## config.mk

```make
export PLATFORM = sky130hd
export DESIGN_NAME = far_ctrl
export DESIGN_NICKNAME = d
export VERILOG_FILES = /design/src/core/far_pkg.sv /design/src/core/far_ctrl.sv
export VERILOG_INCLUDE_DIRS = /design/src /design/src/core
export SDC_FILE = /design/constraint.sdc
export NUM_CORES = 1
export LEC_CHECK = 0
export ABC_AREA = 1
export BUFFER_PORTS_ARGS = -buffer_cell sky130_fd_sc_hd__buf_2
export CORE_ASPECT_RATIO = 1.5
export CORE_MARGIN = 2
export CORE_UTILIZATION = 55
export DETAILED_ROUTE_END_ITERATION = 8
export GPL_ROUTABILITY_DRIVEN = 1
export PLACE_DENSITY = 0.84
export SLEW_MARGIN = 5
export SYNTH_ARGS = -nofsm -noshare
export SYNTH_HDL_FRONTEND = slang
export SYNTH_SLANG_ARGS = --single-unit
```

## constraint.sdc

```tcl
create_clock -name I_CLK -period 5.01 [get_ports I_CLK]
set_input_delay 1.503 -clock I_CLK [delete_from_list [all_inputs] [get_ports I_CLK]]
set_output_delay 1.503 -clock I_CLK [all_outputs]
set_load 0.05 [all_outputs]
```

## src/core/far_regs.svh

```systemverilog
// register indices, field positions, reset values and ramp timing
`ifndef FAR_REGS_SVH
`define FAR_REGS_SVH
// printed offsets are indices; byte address is four times the index
`define FAR_IDX_CFG6 10'h010
`define FAR_IDX_ACOUSTIC1 10'h062
`define FAR_IDX_CFG1 10'h070
`define FAR_IDX_DRIVE_CTRL 10'h071
`define FAR_IDX_DUTY_STAT 10'h072
// acoustic register fields
`define FAR_RAMP_RATE_CODE_LSB 0
`define FAR_RAMP_RATE_CODE_MSB 2
`define FAR_EN1_BIT 3
`define FAR_SYNC_BIT 4
`define FAR_DRIVE1_LOW_TEMP_FLOOR_SELECT_BIT 5
`define FAR_DRIVE2_LOW_TEMP_FLOOR_SELECT_BIT 6
`define FAR_DRIVE3_LOW_TEMP_FLOOR_SELECT_BIT 7
// configuration six and one fields
`define FAR_CFG6_SLOW_BIT 7
`define FAR_CFG6_REMOTE1_BIT 0
`define FAR_CFG1_LOCK_BIT 1
// drive control fields
`define FAR_DCTL_AUTO_LSB 0
`define FAR_DCTL_REMOTE1_LSB 3
// reset values
`define FAR_ACOUSTIC1_RST 8'h00
`define FAR_CFG6_RST 8'h00
`define FAR_CFG1_RST 8'h00
`define FAR_DCTL_RST 8'h00
// duty steps per time slot for ramp codes 0 to 7
`define FAR_STEP_0 8'h01
`define FAR_STEP_1 8'h02
`define FAR_STEP_2 8'h03
`define FAR_STEP_3 8'h04
`define FAR_STEP_4 8'h08
`define FAR_STEP_5 8'h0c
`define FAR_STEP_6 8'h18
`define FAR_STEP_7 8'h30
// full-scale ramp times in ms at one step per slot, clock in kHz
`define FAR_RAMP_NORMAL_MS 64'd37500
`define FAR_RAMP_SLOW_MS 64'd52200
`define FAR_FULL_STEPS 64'd255
`define FAR_CLK_KHZ 64'd125000
`define FAR_SLOW_FACTOR 3'd4
`define FAR_SLOT_NORMAL_CYC \
    (`FAR_RAMP_NORMAL_MS * `FAR_CLK_KHZ / `FAR_FULL_STEPS)
`define FAR_SLOT_SLOW_CYC \
    (`FAR_RAMP_SLOW_MS * `FAR_CLK_KHZ / `FAR_FULL_STEPS)
`endif

```

## src/core/far_pkg.sv

```systemverilog
// shared types of the fan acoustic ramp control block
package far_pkg;
    typedef logic [7:0] far_duty_t;
    typedef logic [27:0] far_slot_t;
    typedef enum logic {
        FAR_APB_IDLE,
        FAR_APB_ANSWER
    } far_apb_e;
endpackage

```

## src/core/far_ctrl.sv

```systemverilog
// fan acoustic ramp control with apb register access
// Notes on behaviour
// - with smoothing on, duty moves toward a new value at the set rate
// - slow select clear: codes give full-scale ramps 37.5 s down to 0.8 s
// - slow select set: steps 1,2,3,4,8,12,24,48; ramps 52.2 s to 1.1 s
// - bit 3 set enables smoothing of remote 1 driven duty changes
// - bit 4 set syncs speed senses 2, 3 and 4 to fan drive 3
// - bit 4 clear syncs only speed senses 3 and 4 to fan drive 3
// - auto mode below threshold: drive 1 off if bit 5 clear, else minimum
// - auto mode below threshold: drive 2 off if bit 6 clear, else minimum
// - auto mode below threshold: drive 3 off if bit 7 clear, else minimum
// - register resets to zero and sits at its fixed map offset
// - after the lock bit is set, writes to the register are ignored
// - remote 1 channel bit in configuration six slows ramps four times
`timescale 1ns/1ns
`include "far_regs.svh"

module far_ctrl #(
    parameter far_pkg::far_slot_t SLOT_NORMAL_CYC =
        far_pkg::far_slot_t'(`FAR_SLOT_NORMAL_CYC),
    parameter far_pkg::far_slot_t SLOT_SLOW_CYC =
        far_pkg::far_slot_t'(`FAR_SLOT_SLOW_CYC)
) (
    input wire logic I_CLK,
    input wire logic I_RSTN,
    input wire logic I_PSEL,
    input wire logic I_PENABLE,
    input wire logic I_PWRITE,
    input wire logic [11:0] I_PADDR,
    input wire logic [31:0] I_PWDATA,
    output logic O_PREADY,
    output logic [31:0] O_PRDATA,
    output logic O_PSLVERR,
    input wire logic [7:0] I_TARGET_DUTY_1,
    input wire logic [7:0] I_TARGET_DUTY_2,
    input wire logic [7:0] I_TARGET_DUTY_3,
    input wire logic [7:0] I_MIN_DUTY_1,
    input wire logic [7:0] I_MIN_DUTY_2,
    input wire logic [7:0] I_MIN_DUTY_3,
    input wire logic [2:0] I_BELOW_LOW,
    output logic O_FAN_DRIVE_1,
    output logic O_FAN_DRIVE_2,
    output logic O_FAN_DRIVE_3,
    output logic [7:0] O_DUTY_1,
    output logic [7:0] O_DUTY_2,
    output logic [7:0] O_DUTY_3,
    output logic O_SPEED_SENSE_2_SYNC,
    output logic O_SPEED_SENSE_3_SYNC,
    output logic O_SPEED_SENSE_4_SYNC
);

    // reset release through two flops
    logic rst_meta_r;
    logic rst_n_r;

    always_ff @(posedge I_CLK or negedge I_RSTN) begin
        if (!I_RSTN) begin
            rst_meta_r <= 1'b0;
            rst_n_r <= 1'b0;
        end else begin
            rst_meta_r <= 1'b1;
            rst_n_r <= rst_meta_r;
        end
    end

    function automatic far_pkg::far_duty_t step_of(input logic [2:0] code);
        far_pkg::far_duty_t s;
        s = `FAR_STEP_0;
        case (code)
            3'h0: s = `FAR_STEP_0;
            3'h1: s = `FAR_STEP_1;
            3'h2: s = `FAR_STEP_2;
            3'h3: s = `FAR_STEP_3;
            3'h4: s = `FAR_STEP_4;
            3'h5: s = `FAR_STEP_5;
            3'h6: s = `FAR_STEP_6;
            default: s = `FAR_STEP_7;
        endcase
        return s;
    endfunction

    // move cur toward tgt by at most step, never past it
    function automatic far_pkg::far_duty_t ramp_toward(
        input far_pkg::far_duty_t cur,
        input far_pkg::far_duty_t tgt,
        input far_pkg::far_duty_t step
    );
        far_pkg::far_duty_t r;
        r = tgt;
        if (tgt > cur) begin
            if (8'(tgt - cur) > step) begin
                r = 8'(cur + step);
            end
        end else if (cur > tgt) begin
            if (8'(cur - tgt) > step) begin
                r = 8'(cur - step);
            end
        end
        return r;
    endfunction

    // register file and apb slave
    logic [7:0] ramp_rate_code_r;
    logic [7:0] ramp_rate_code_nxt;
    logic [7:0] cfg6_r;
    logic [7:0] cfg6_nxt;
    logic lock_r;
    logic lock_nxt;
    logic [7:0] dctl_r;
    logic [7:0] dctl_nxt;
    far_pkg::far_apb_e apb_r;
    far_pkg::far_apb_e apb_nxt;
    logic pready_r;
    logic pready_nxt;
    logic pslverr_r;
    logic pslverr_nxt;
    logic [31:0] prdata_r;
    logic [31:0] prdata_nxt;
    far_pkg::far_duty_t duty_r [3];
    logic [9:0] idx;
    logic aligned;
    logic done;
    logic wr;
    logic [31:0] rd_val;
    logic rd_hit;

    assign idx = I_PADDR[11:2];
    assign aligned = (I_PADDR[1:0] == 2'h0);
    assign done = I_PSEL && I_PENABLE && pready_r;
    assign wr = done && I_PWRITE;

    always_comb begin
        rd_val = 32'h0;
        rd_hit = 1'b1;
        if (!aligned) begin
            rd_hit = 1'b0;
        end else if (idx == `FAR_IDX_ACOUSTIC1) begin
            rd_val = {24'h0, ramp_rate_code_r};
        end else if (idx == `FAR_IDX_CFG6) begin
            rd_val = {24'h0, cfg6_r};
        end else if (idx == `FAR_IDX_CFG1) begin
            rd_val[`FAR_CFG1_LOCK_BIT] = lock_r;
        end else if (idx == `FAR_IDX_DRIVE_CTRL) begin
            rd_val = {24'h0, dctl_r};
        end else if (idx == `FAR_IDX_DUTY_STAT) begin
            rd_val = {8'h0, duty_r[2], duty_r[1], duty_r[0]};
        end else begin
            rd_hit = 1'b0;
        end
    end

    always_comb begin
        apb_nxt = apb_r;
        pready_nxt = 1'b0;
        pslverr_nxt = 1'b0;
        prdata_nxt = prdata_r;
        ramp_rate_code_nxt = ramp_rate_code_r;
        cfg6_nxt = cfg6_r;
        lock_nxt = lock_r;
        dctl_nxt = dctl_r;
        case (apb_r)
            far_pkg::FAR_APB_IDLE: begin
                // answer one cycle into the access phase
                if (I_PSEL && I_PENABLE) begin
                    apb_nxt = far_pkg::FAR_APB_ANSWER;
                    pready_nxt = 1'b1;
                    pslverr_nxt = !rd_hit;
                    prdata_nxt = I_PWRITE ? 32'h0 : rd_val;
                end
            end
            default: begin
                apb_nxt = far_pkg::FAR_APB_IDLE;
            end
        endcase
        if (wr && rd_hit) begin
            if (idx == `FAR_IDX_ACOUSTIC1) begin
                if (!lock_r) begin
                    ramp_rate_code_nxt = I_PWDATA[7:0];
                end
            end else if (idx == `FAR_IDX_CFG6) begin
                cfg6_nxt = I_PWDATA[7:0];
            end else if (idx == `FAR_IDX_CFG1) begin
                // lock only clears on reset
                lock_nxt = lock_r | I_PWDATA[`FAR_CFG1_LOCK_BIT];
            end else if (idx == `FAR_IDX_DRIVE_CTRL) begin
                dctl_nxt = {2'h0, I_PWDATA[5:0]};
            end
        end
    end

    always_ff @(posedge I_CLK or negedge rst_n_r) begin
        if (!rst_n_r) begin
            ramp_rate_code_r <= `FAR_ACOUSTIC1_RST;
            cfg6_r <= `FAR_CFG6_RST;
            lock_r <= 1'b0;
            dctl_r <= `FAR_DCTL_RST;
            apb_r <= far_pkg::FAR_APB_IDLE;
            pready_r <= 1'b0;
            pslverr_r <= 1'b0;
            prdata_r <= 32'h0;
        end else begin
            ramp_rate_code_r <= ramp_rate_code_nxt;
            cfg6_r <= cfg6_nxt;
            lock_r <= lock_nxt;
            dctl_r <= dctl_nxt;
            apb_r <= apb_nxt;
            pready_r <= pready_nxt;
            pslverr_r <= pslverr_nxt;
            prdata_r <= prdata_nxt;
        end
    end

    // ramp time slot
    far_pkg::far_slot_t slot_cnt_r;
    far_pkg::far_slot_t slot_cnt_nxt;
    far_pkg::far_slot_t slot_len;
    logic slot_tick;

    always_comb begin
        slot_len = cfg6_r[`FAR_CFG6_SLOW_BIT] ?
            SLOT_SLOW_CYC : SLOT_NORMAL_CYC;
        if (cfg6_r[`FAR_CFG6_REMOTE1_BIT]) begin
            slot_len = 28'(slot_len * `FAR_SLOW_FACTOR);
        end
        slot_tick = (slot_cnt_r >= 28'(slot_len - 28'h1));
        slot_cnt_nxt = slot_tick ? 28'h0 : 28'(slot_cnt_r + 28'h1);
    end

    // duty selection and smoothing
    far_pkg::far_duty_t duty_nxt [3];
    far_pkg::far_duty_t tgt [3];
    far_pkg::far_duty_t mins [3];
    logic [2:0] floor_sel;
    logic [2:0] sense_nxt;
    logic [2:0] sense_r;

    always_comb begin
        mins[0] = I_MIN_DUTY_1;
        mins[1] = I_MIN_DUTY_2;
        mins[2] = I_MIN_DUTY_3;
        tgt[0] = I_TARGET_DUTY_1;
        tgt[1] = I_TARGET_DUTY_2;
        tgt[2] = I_TARGET_DUTY_3;
        floor_sel = {ramp_rate_code_r[`FAR_DRIVE3_LOW_TEMP_FLOOR_SELECT_BIT], ramp_rate_code_r[`FAR_DRIVE2_LOW_TEMP_FLOOR_SELECT_BIT],
            ramp_rate_code_r[`FAR_DRIVE1_LOW_TEMP_FLOOR_SELECT_BIT]};
        for (int i = 0; i < 3; i++) begin
            duty_nxt[i] = duty_r[i];
            if (dctl_r[`FAR_DCTL_AUTO_LSB + i] && I_BELOW_LOW[i]) begin
                tgt[i] = floor_sel[i] ? mins[i] : 8'h00;
            end
            if (!dctl_r[`FAR_DCTL_REMOTE1_LSB + i]) begin
                duty_nxt[i] = tgt[i];
            end else if (!ramp_rate_code_r[`FAR_EN1_BIT]) begin
                duty_nxt[i] = tgt[i];
            end else if (slot_tick) begin
                duty_nxt[i] = ramp_toward(duty_r[i], tgt[i],
                    step_of(ramp_rate_code_r[`FAR_RAMP_RATE_CODE_MSB:`FAR_RAMP_RATE_CODE_LSB]));
            end
        end
        // speed senses 3 and 4 always follow drive 3
        sense_nxt = {1'b1, 1'b1, ramp_rate_code_r[`FAR_SYNC_BIT]};
    end

    always_ff @(posedge I_CLK or negedge rst_n_r) begin
        if (!rst_n_r) begin
            slot_cnt_r <= 28'h0;
            duty_r[0] <= 8'h00;
            duty_r[1] <= 8'h00;
            duty_r[2] <= 8'h00;
            sense_r <= 3'h0;
        end else begin
            slot_cnt_r <= slot_cnt_nxt;
            duty_r[0] <= duty_nxt[0];
            duty_r[1] <= duty_nxt[1];
            duty_r[2] <= duty_nxt[2];
            sense_r <= sense_nxt;
        end
    end

    // pwm waveform, 255 slots per period so 8'hff is fully on
    logic [7:0] pwm_cnt_r;
    logic [7:0] pwm_cnt_nxt;
    logic [2:0] pwm_r;
    logic [2:0] pwm_nxt;

    always_comb begin
        pwm_cnt_nxt = (pwm_cnt_r == 8'hfe) ? 8'h00 : 8'(pwm_cnt_r + 8'h01);
        for (int i = 0; i < 3; i++) begin
            pwm_nxt[i] = (pwm_cnt_r < duty_r[i]);
        end
    end

    always_ff @(posedge I_CLK or negedge rst_n_r) begin
        if (!rst_n_r) begin
            pwm_cnt_r <= 8'h00;
            pwm_r <= 3'h0;
        end else begin
            pwm_cnt_r <= pwm_cnt_nxt;
            pwm_r <= pwm_nxt;
        end
    end

    assign O_PREADY = pready_r;
    assign O_PRDATA = prdata_r;
    assign O_PSLVERR = pslverr_r;
    assign O_FAN_DRIVE_1 = pwm_r[0];
    assign O_FAN_DRIVE_2 = pwm_r[1];
    assign O_FAN_DRIVE_3 = pwm_r[2];
    assign O_DUTY_1 = duty_r[0];
    assign O_DUTY_2 = duty_r[1];
    assign O_DUTY_3 = duty_r[2];
    assign O_SPEED_SENSE_2_SYNC = sense_r[0];
    assign O_SPEED_SENSE_3_SYNC = sense_r[1];
    assign O_SPEED_SENSE_4_SYNC = sense_r[2];

endmodule // far_ctrl

```

==> impl_metrics.json, run 1 <==
{
  "track_usage_pct": 30.5,
  "max_cap_viol_count": 0,
  "drtIter0Drc": 766,
  "synth.distinct_cells": 57,
  "synth-edff-count": 0,
  "utilization_pct": 62.8,
  "htreeDepth": 4,
  "path_cells": "buf_2, nand2_2, nand2_1, nand2_1, ha_1, nand2_1, o21ai_2, xor2_1, ha_1, nand2_1, o21ai_0, nor2_1, o2111ai_1, nand2_1, nand2_1, nand2_1, o21ai_0, inv_1, nand2_1, nand2_1",
  "area_growth_pct": 12.9,
  "postCtsHoldBufs": 0,
  "yosysWarnings": 0,
  "drv_slew": 0,
  "grt-ovfl-total": 0,
  "path_clk_slew_ns": 0.06,
  "crit_path_start_kind": "input pin",
  "io_pins": 164,
  "seq_area_mm2": 0.00291,
  "synth_compound_area_share_pct": 14.3,
  "rrSetupSlack_ns": 1.19,
  "post-cts-setup-buffers": 0,
  "antenna_found_initial": 0,
  "die_w_um": 125,
  "hold_violations": 0,
  "place.detailed.hpwl_mm": 27.2,
  "synthAdderAreaFrac_pct": 18.9,
  "dp.cells": 2099,
  "required_ns": 5.33,
  "synth_ff_type": "dfrtp_1",
  "initial_core_util_pct": 55.6,
  "timing.critical_path.slowest_stage_cell": "ha_1",
  "routed_wl_mm": 35.0,
  "r2r-start": "ramp_rate_code_r[6]$_DFFE_PN0P_",
  "syn_inst": 1707,
  "regToRegEndpoint": "O_DUTY_2[0]$_DFFE_PN0P_",
  "clock_latency_ns": 0.43,
  "ys_seq_area_share_pct": 24.2,
  "reg2reg_depth": 18,
  "min_path_type": "reg2reg",
  "portBuffers": 131,
  "rsz0062_at_grt": "no",
  "power_leakage_uw": 0.00730,
  "cts_num_sinks": 116,
  "dieArea_mm2": 0.0230,
  "grt_max_degree": 76,
  "cts_buffers": 17,
  "cpPeakStageDelay_ns": 0.47,
  "final_common_cell": "nand2_1",
  "die_h_um": 185,
  "clockBufferDepth": 2,
  "netlist_area_mm2": 0.0120,
  "muxShareOfSynthArea_pct": 0,
  "worstHoldPathCells": 0,
  "avgSynthCellArea_um2": 7.03,
  "cts_tree": "done",
  "ant_nets": 0,
  "synthSimpleGateAreaFrac_pct": 28.1,
  "ctsResizeCount": 0,
  "most-common-layout-cells": "450 x nand2_1, 211 x inv_1, 167 x ha_1",
  "synth_top_family_by_area": "simple AND/OR/NAND/NOR gates",
  "p_per_area_mw_per_mm2": 223,
  "fp-row-count": 66,
  "hold_path_end": "rst_n_r$_DFF_PN0_",
  "fin_crit_ns": 4.37,
  "fin_nets": 2122,
  "fin_crit_sh_pct": 87.3,
  "critPathCaptureType": "flop",
  "root_buffer": "clkbuf_16",
  "drc": 0,
  "multi_input_area_mm2": 0.00804,
  "status": "finished, final reports clean",
  "place_congestion": 0.955,
  "criticalPathCategory": "in2reg",
  "fin_cells": 2131,
  "worstHoldStart": "rst_meta_r$_DFF_PN0_",
  "cpMostUsedCell": "nand2_1",
  "worst_slew_pin_slew_ns": 0.993,
  "cp_data_arrival_time_ns": 4.70,
  "num_vias": 12000,
  "async_flop_share_pct": 100,
  "fmax_mhz": 229,
  "ys_ff_latch": 116,
  "n_antenna_cell": 0,
  "via_per_inst": 5.64,
  "dr.pass1.iters": 8,
  "fin_skew_ns": 0.00988,
  "nFillCells": 1899,
  "path_max_fanout": 10,
  "setup_violations": 0,
  "relSlewSlack_pct": 33.8,
  "grt_pass1_wl_mm": 56.9,
  "grt_pass1_vias": 11800,
  "vdd_drop_max_v": 0.000249,
  "wl_per_cell_um": 16.4,
  "synth-xor-area-share_pct": 5.40,
  "core_mm2": 0.0216,
  "tns_ns": 0,
  "drive_above_1_share_pct": 13.1
}
stage by stage:
stage / setup WS, ns / total power, µW / hold WS (ns) / cell area, µm²
after global placement: 0.271 / 1790 / 0.338 / 13000
after detailed placement: 0.262 / 1810 / 0.348 / 13000
after CTS: 0.712 / 3020 / 0.366 / 13500
final: 0.638 / 3020 / 0.361 / 13500
after floorplan: 0.784 / 1600 / 0.331 / 12000
after global routing: 0.245 / 3170 / 0.366 / 13500
how the worst max path moves through the flow:
stage,from,end,cells past startpoint
floorplan,I_BELOW_LOW[0],O_DUTY_1[7]$_DFFE_PN0P_,22
global route,I_BELOW_LOW[2],O_DUTY_3[2]$_DFFE_PN0P_,22
detailed placement,I_BELOW_LOW[1],O_DUTY_2[1]$_DFFE_PN0P_,22
finish,I_BELOW_LOW[1],O_DUTY_2[0]$_DFFE_PN0P_,20
global placement,I_BELOW_LOW[1],O_DUTY_2[1]$_DFFE_PN0P_,21
CTS,I_BELOW_LOW[2],O_DUTY_3[1]$_DFFE_PN0P_,22
critical path: cells and delay by family:
kind | cells | cell delay (ns)
AND/OR/NAND/NOR | 11 | 1.26
AO/OA/AOI/OAI | 4 | 0.86
adder cells (fa/ha/maj) | 2 | 0.78
buffers and inverters | 2 | 0.15
XOR/XNOR | 1 | 0.12
registers in the layout, summed over array words and instances, names as in the netlist, 2 cells and up:
signal,cells
slot_cnt_r,28
O_PRDATA,24
O_DUTY_1,8
O_DUTY_2,8
O_DUTY_3,8
cfg6_r,8
pwm_cnt_r,8
ramp_rate_code_r,8
dctl_r,6
pwm_r,3
sense_r,2
metal layers:
metal / global-route usage, % / part of all wire, %
met3: 4.42 / 5.5
met5: 0 / 0
met1: 34.0 / 38
met4: 14.0 / 3.7
met2: 57.2 / 53
synth_stat cells (7+ instances only):
cell,number,area [µm²]
nand2_1,450,1690
inv_1,211,792
ha_1,167,2090
a21oi_1,121,606
nor2_1,121,454
dfrtp_1,116,2900
nand3_1,108,541
o21ai_0,68,340
xor2_1,63,552
nand4_1,35,219
nor3_1,22,110
o21ai_1,19,95.1
buf_2,15,75.1
buf_4,13,97.6
o211ai_1,13,97.6
o21ai_2,13,114
nand2_2,12,75.1
xnor2_1,11,96.3
fa_1,9,180
inv_2,9,33.8
o31ai_1,9,67.6
clkbuf_1,8,30.0
a22oi_1,7,52.6
nor4_1,7,43.8
logic make-up (layout without fill, tap and decap cells):
group	count (synthesis)	in the layout
AND/OR/NAND/NOR	782	782
flip-flops	116	116
AO/OA/AOI/OAI	291	291
buffers and inverters	266	408
adder cells (fa/ha/maj)	176	176
XOR/XNOR	74	74
other	2	12
power by group:
group          total, µW  switching (µW)  internal, µW
sequential           988            37.9           950
clock               1210             475           739
combinational        818             525           293
total               3020            1040          1980
final cells by class:
| class | instances | share of cell area, % |
|---|---|---|
| clock buffer | 19 | 3.20 |
| clock inverter | 13 | 1.10 |
| inverter | 223 | 6.20 |
| multi-input combinational | 1335 | 59.4 |
| sequential | 116 | 21.5 |
| tap | 272 | 2.51 |
| timing repair buffer | 153 | 6.15 |
Power figures use the tool's default switching activity.
==> run 2, diff against run 1 <==
--- a/config.mk
+++ b/config.mk
@@ -7,7 +7,7 @@
 export NUM_CORES = 1
 export LEC_CHECK = 0
 export ABC_AREA = 1
-export BUFFER_PORTS_ARGS = -buffer_cell sky130_fd_sc_hd__buf_2
+export BUFFER_PORTS_ARGS = -buffer_cell sky130_fd_sc_hd__buf_4
 export CORE_ASPECT_RATIO = 1.5
 export CORE_MARGIN = 2
 export CORE_UTILIZATION = 55
==> impl_metrics.json, run 2 (synthesis results as in run 1) <==
{
  "status": "finished, final reports clean",
  "hold_violations": 0,
  "cp_data_arrival_time_ns": 4.68,
  "core_mm2": 0.0216,
  "antenna_found_initial": 0,
  "critPathLaunch": "I_BELOW_LOW[1]",
  "dieArea_mm2": 0.0230,
  "post-cts-setup-buffers": 0,
  "utilization_pct": 64.4,
  "clockBufferDepth": 2,
  "fmax_mhz": 229,
  "cts_num_sinks": 116,
  "fin_skew_ns": 0.00802,
  "max_cap_viol_count": 0,
  "most-common-layout-cells": "450 x nand2_1, 211 x inv_1, 167 x ha_1",
  "path_clk_slew_ns": 0.06,
  "path_cells": "buf_4, nand2_2, inv_2, o21ai_0, inv_1, ha_1, nand4_1, nand2_1, a31oi_1, xnor2_1, ha_1, a21oi_1, o21ai_0, o21ai_0, nand4_1, nand2_2, nand2_1, nand3_1, nand2_1, nand2_1, nand2_1",
  "critPathCaptureType": "flop",
  "via_per_inst": 5.81,
  "grt-ovfl-total": 0,
  "io_pins": 164,
  "grt_max_degree": 79,
  "ctsResizeCount": 0,
  "tns_ns": 0,
  "whs_ns": 0.348,
  "crit_path_start_kind": "input pin",
  "fin_nets": 2121,
  "critical_path_buf_inv_count": 3,
  "reg2reg_depth": 17,
  "largest_reg_flops": 28,
  "worst_slew_pin_slew_ns": 1.05,
  "p_per_area_mw_per_mm2": 222,
  "min_path_type": "reg2reg",
  "cpMostUsedCell": "nand2_1",
  "timing.critical_path.slowest_stage_cell": "ha_1",
  "rsz0062_at_grt": "no",
  "final_common_cell": "nand2_1",
  "top_register": "slot_cnt_r",
  "postCtsHoldBufs": 0,
  "fin_crit_sh_pct": 87.2,
  "rrSetupSlack_ns": 0.85,
  "fin_crit_ns": 4.37,
  "fp-row-count": 66,
  "htreeDepth": 4,
  "relSlewSlack_pct": 30.2,
  "grt_pass1_wl_mm": 58.2,
  "area_growth_pct": 15.7,
  "root_buffer": "clkbuf_16",
  "portBuffers": 131,
  "path_max_fanout": 14,
  "r2r-start": "cfg6_r[0]$_DFFE_PN0P_",
  "path_delay_family": "simple AND/OR/NAND/NOR gates",
  "die_h_um": 185,
  "setup_violations": 0,
  "place.detailed.hpwl_mm": 27.5,
  "criticalPathCategory": "in2reg",
  "required_ns": 5.32,
  "clock_latency_ns": 0.43,
  "drtIter0Drc": 907,
  "fin_cells": 2130,
  "power_leakage_uw": 0.00739,
  "dp.cells": 2098,
  "wl_per_cell_um": 16.8,
  "initial_core_util_pct": 55.6,
  "routed_wl_mm": 35.8,
  "drv_slew": 0,
  "cts_tree": "done",
  "die_w_um": 125,
  "worstHoldStart": "rst_meta_r$_DFF_PN0_",
  "ant_nets": 0,
  "num_vias": 12400,
  "cpPeakStageDelay_ns": 0.42,
  "n_antenna_cell": 0,
  "drive_above_1_share_pct": 13.1,
  "vdd_drop_max_v": 0.000231,
  "regToRegEndpoint": "O_DUTY_2[7]$_DFFE_PN0P_",
  "track_usage_pct": 31.1,
  "cp_num_cells": 21,
  "drc": 0,
  "endpoint": "O_DUTY_2[7]$_DFFE_PN0P_",
  "dr.pass1.iters": 5,
  "place_congestion": 0.974,
  "cts_buffers": 17,
  "fin_total_pwr_uw": 3090,
  "grt_pass1_vias": 12300
}
## run 2: through the flow
stage	instance area, µm²	worst slack [ns]
after global routing	13900	0.219
after global placement	13300	0.293
after detailed placement	13300	0.207
after CTS	13900	0.643
after floorplan	12000	0.784
final	13900	0.643
## run 2: report_power, final
| group | leakage (µW) | switching (µW) | internal [µW] | total [µW] |
|---|---|---|---|---|
| clock network | 0.000291 | 491 | 764 | 1260 |
| logic | 0.00559 | 527 | 316 | 843 |
| registers | 0.00151 | 38.8 | 950 | 989 |
| total | 0.00739 | 1060 | 2030 | 3090 |
## run 2: how the worst min path moves through the flow
stage,cells after the start,end,slack [ns]
after floorplan,0,rst_n_r$_DFF_PN0_,0.33
after global placement,0,rst_n_r$_DFF_PN0_,0.34
after detailed placement,0,rst_n_r$_DFF_PN0_,0.34
after CTS,0,rst_n_r$_DFF_PN0_,0.35
after global routing,0,rst_n_r$_DFF_PN0_,0.36
final,0,rst_n_r$_DFF_PN0_,0.35
## run 2: cell type report
type	count	area, µm²
sequential	116	2910
tap	272	340
inverter	223	840
timing repair buffer	152	1150
fill	1860	7670
clock buffer	19	453
multi-input combinational	1335	8040
clock inverter	13	146
## run 2: routing by layer
metal,vias up,track usage (%),wire (µm)
met5,-,0,0
met4,0,19.6,2130
met1,5809,33.6,13600
met3,149,5.14,2210
li1,5907,-,-
met2,511,56.3,17900
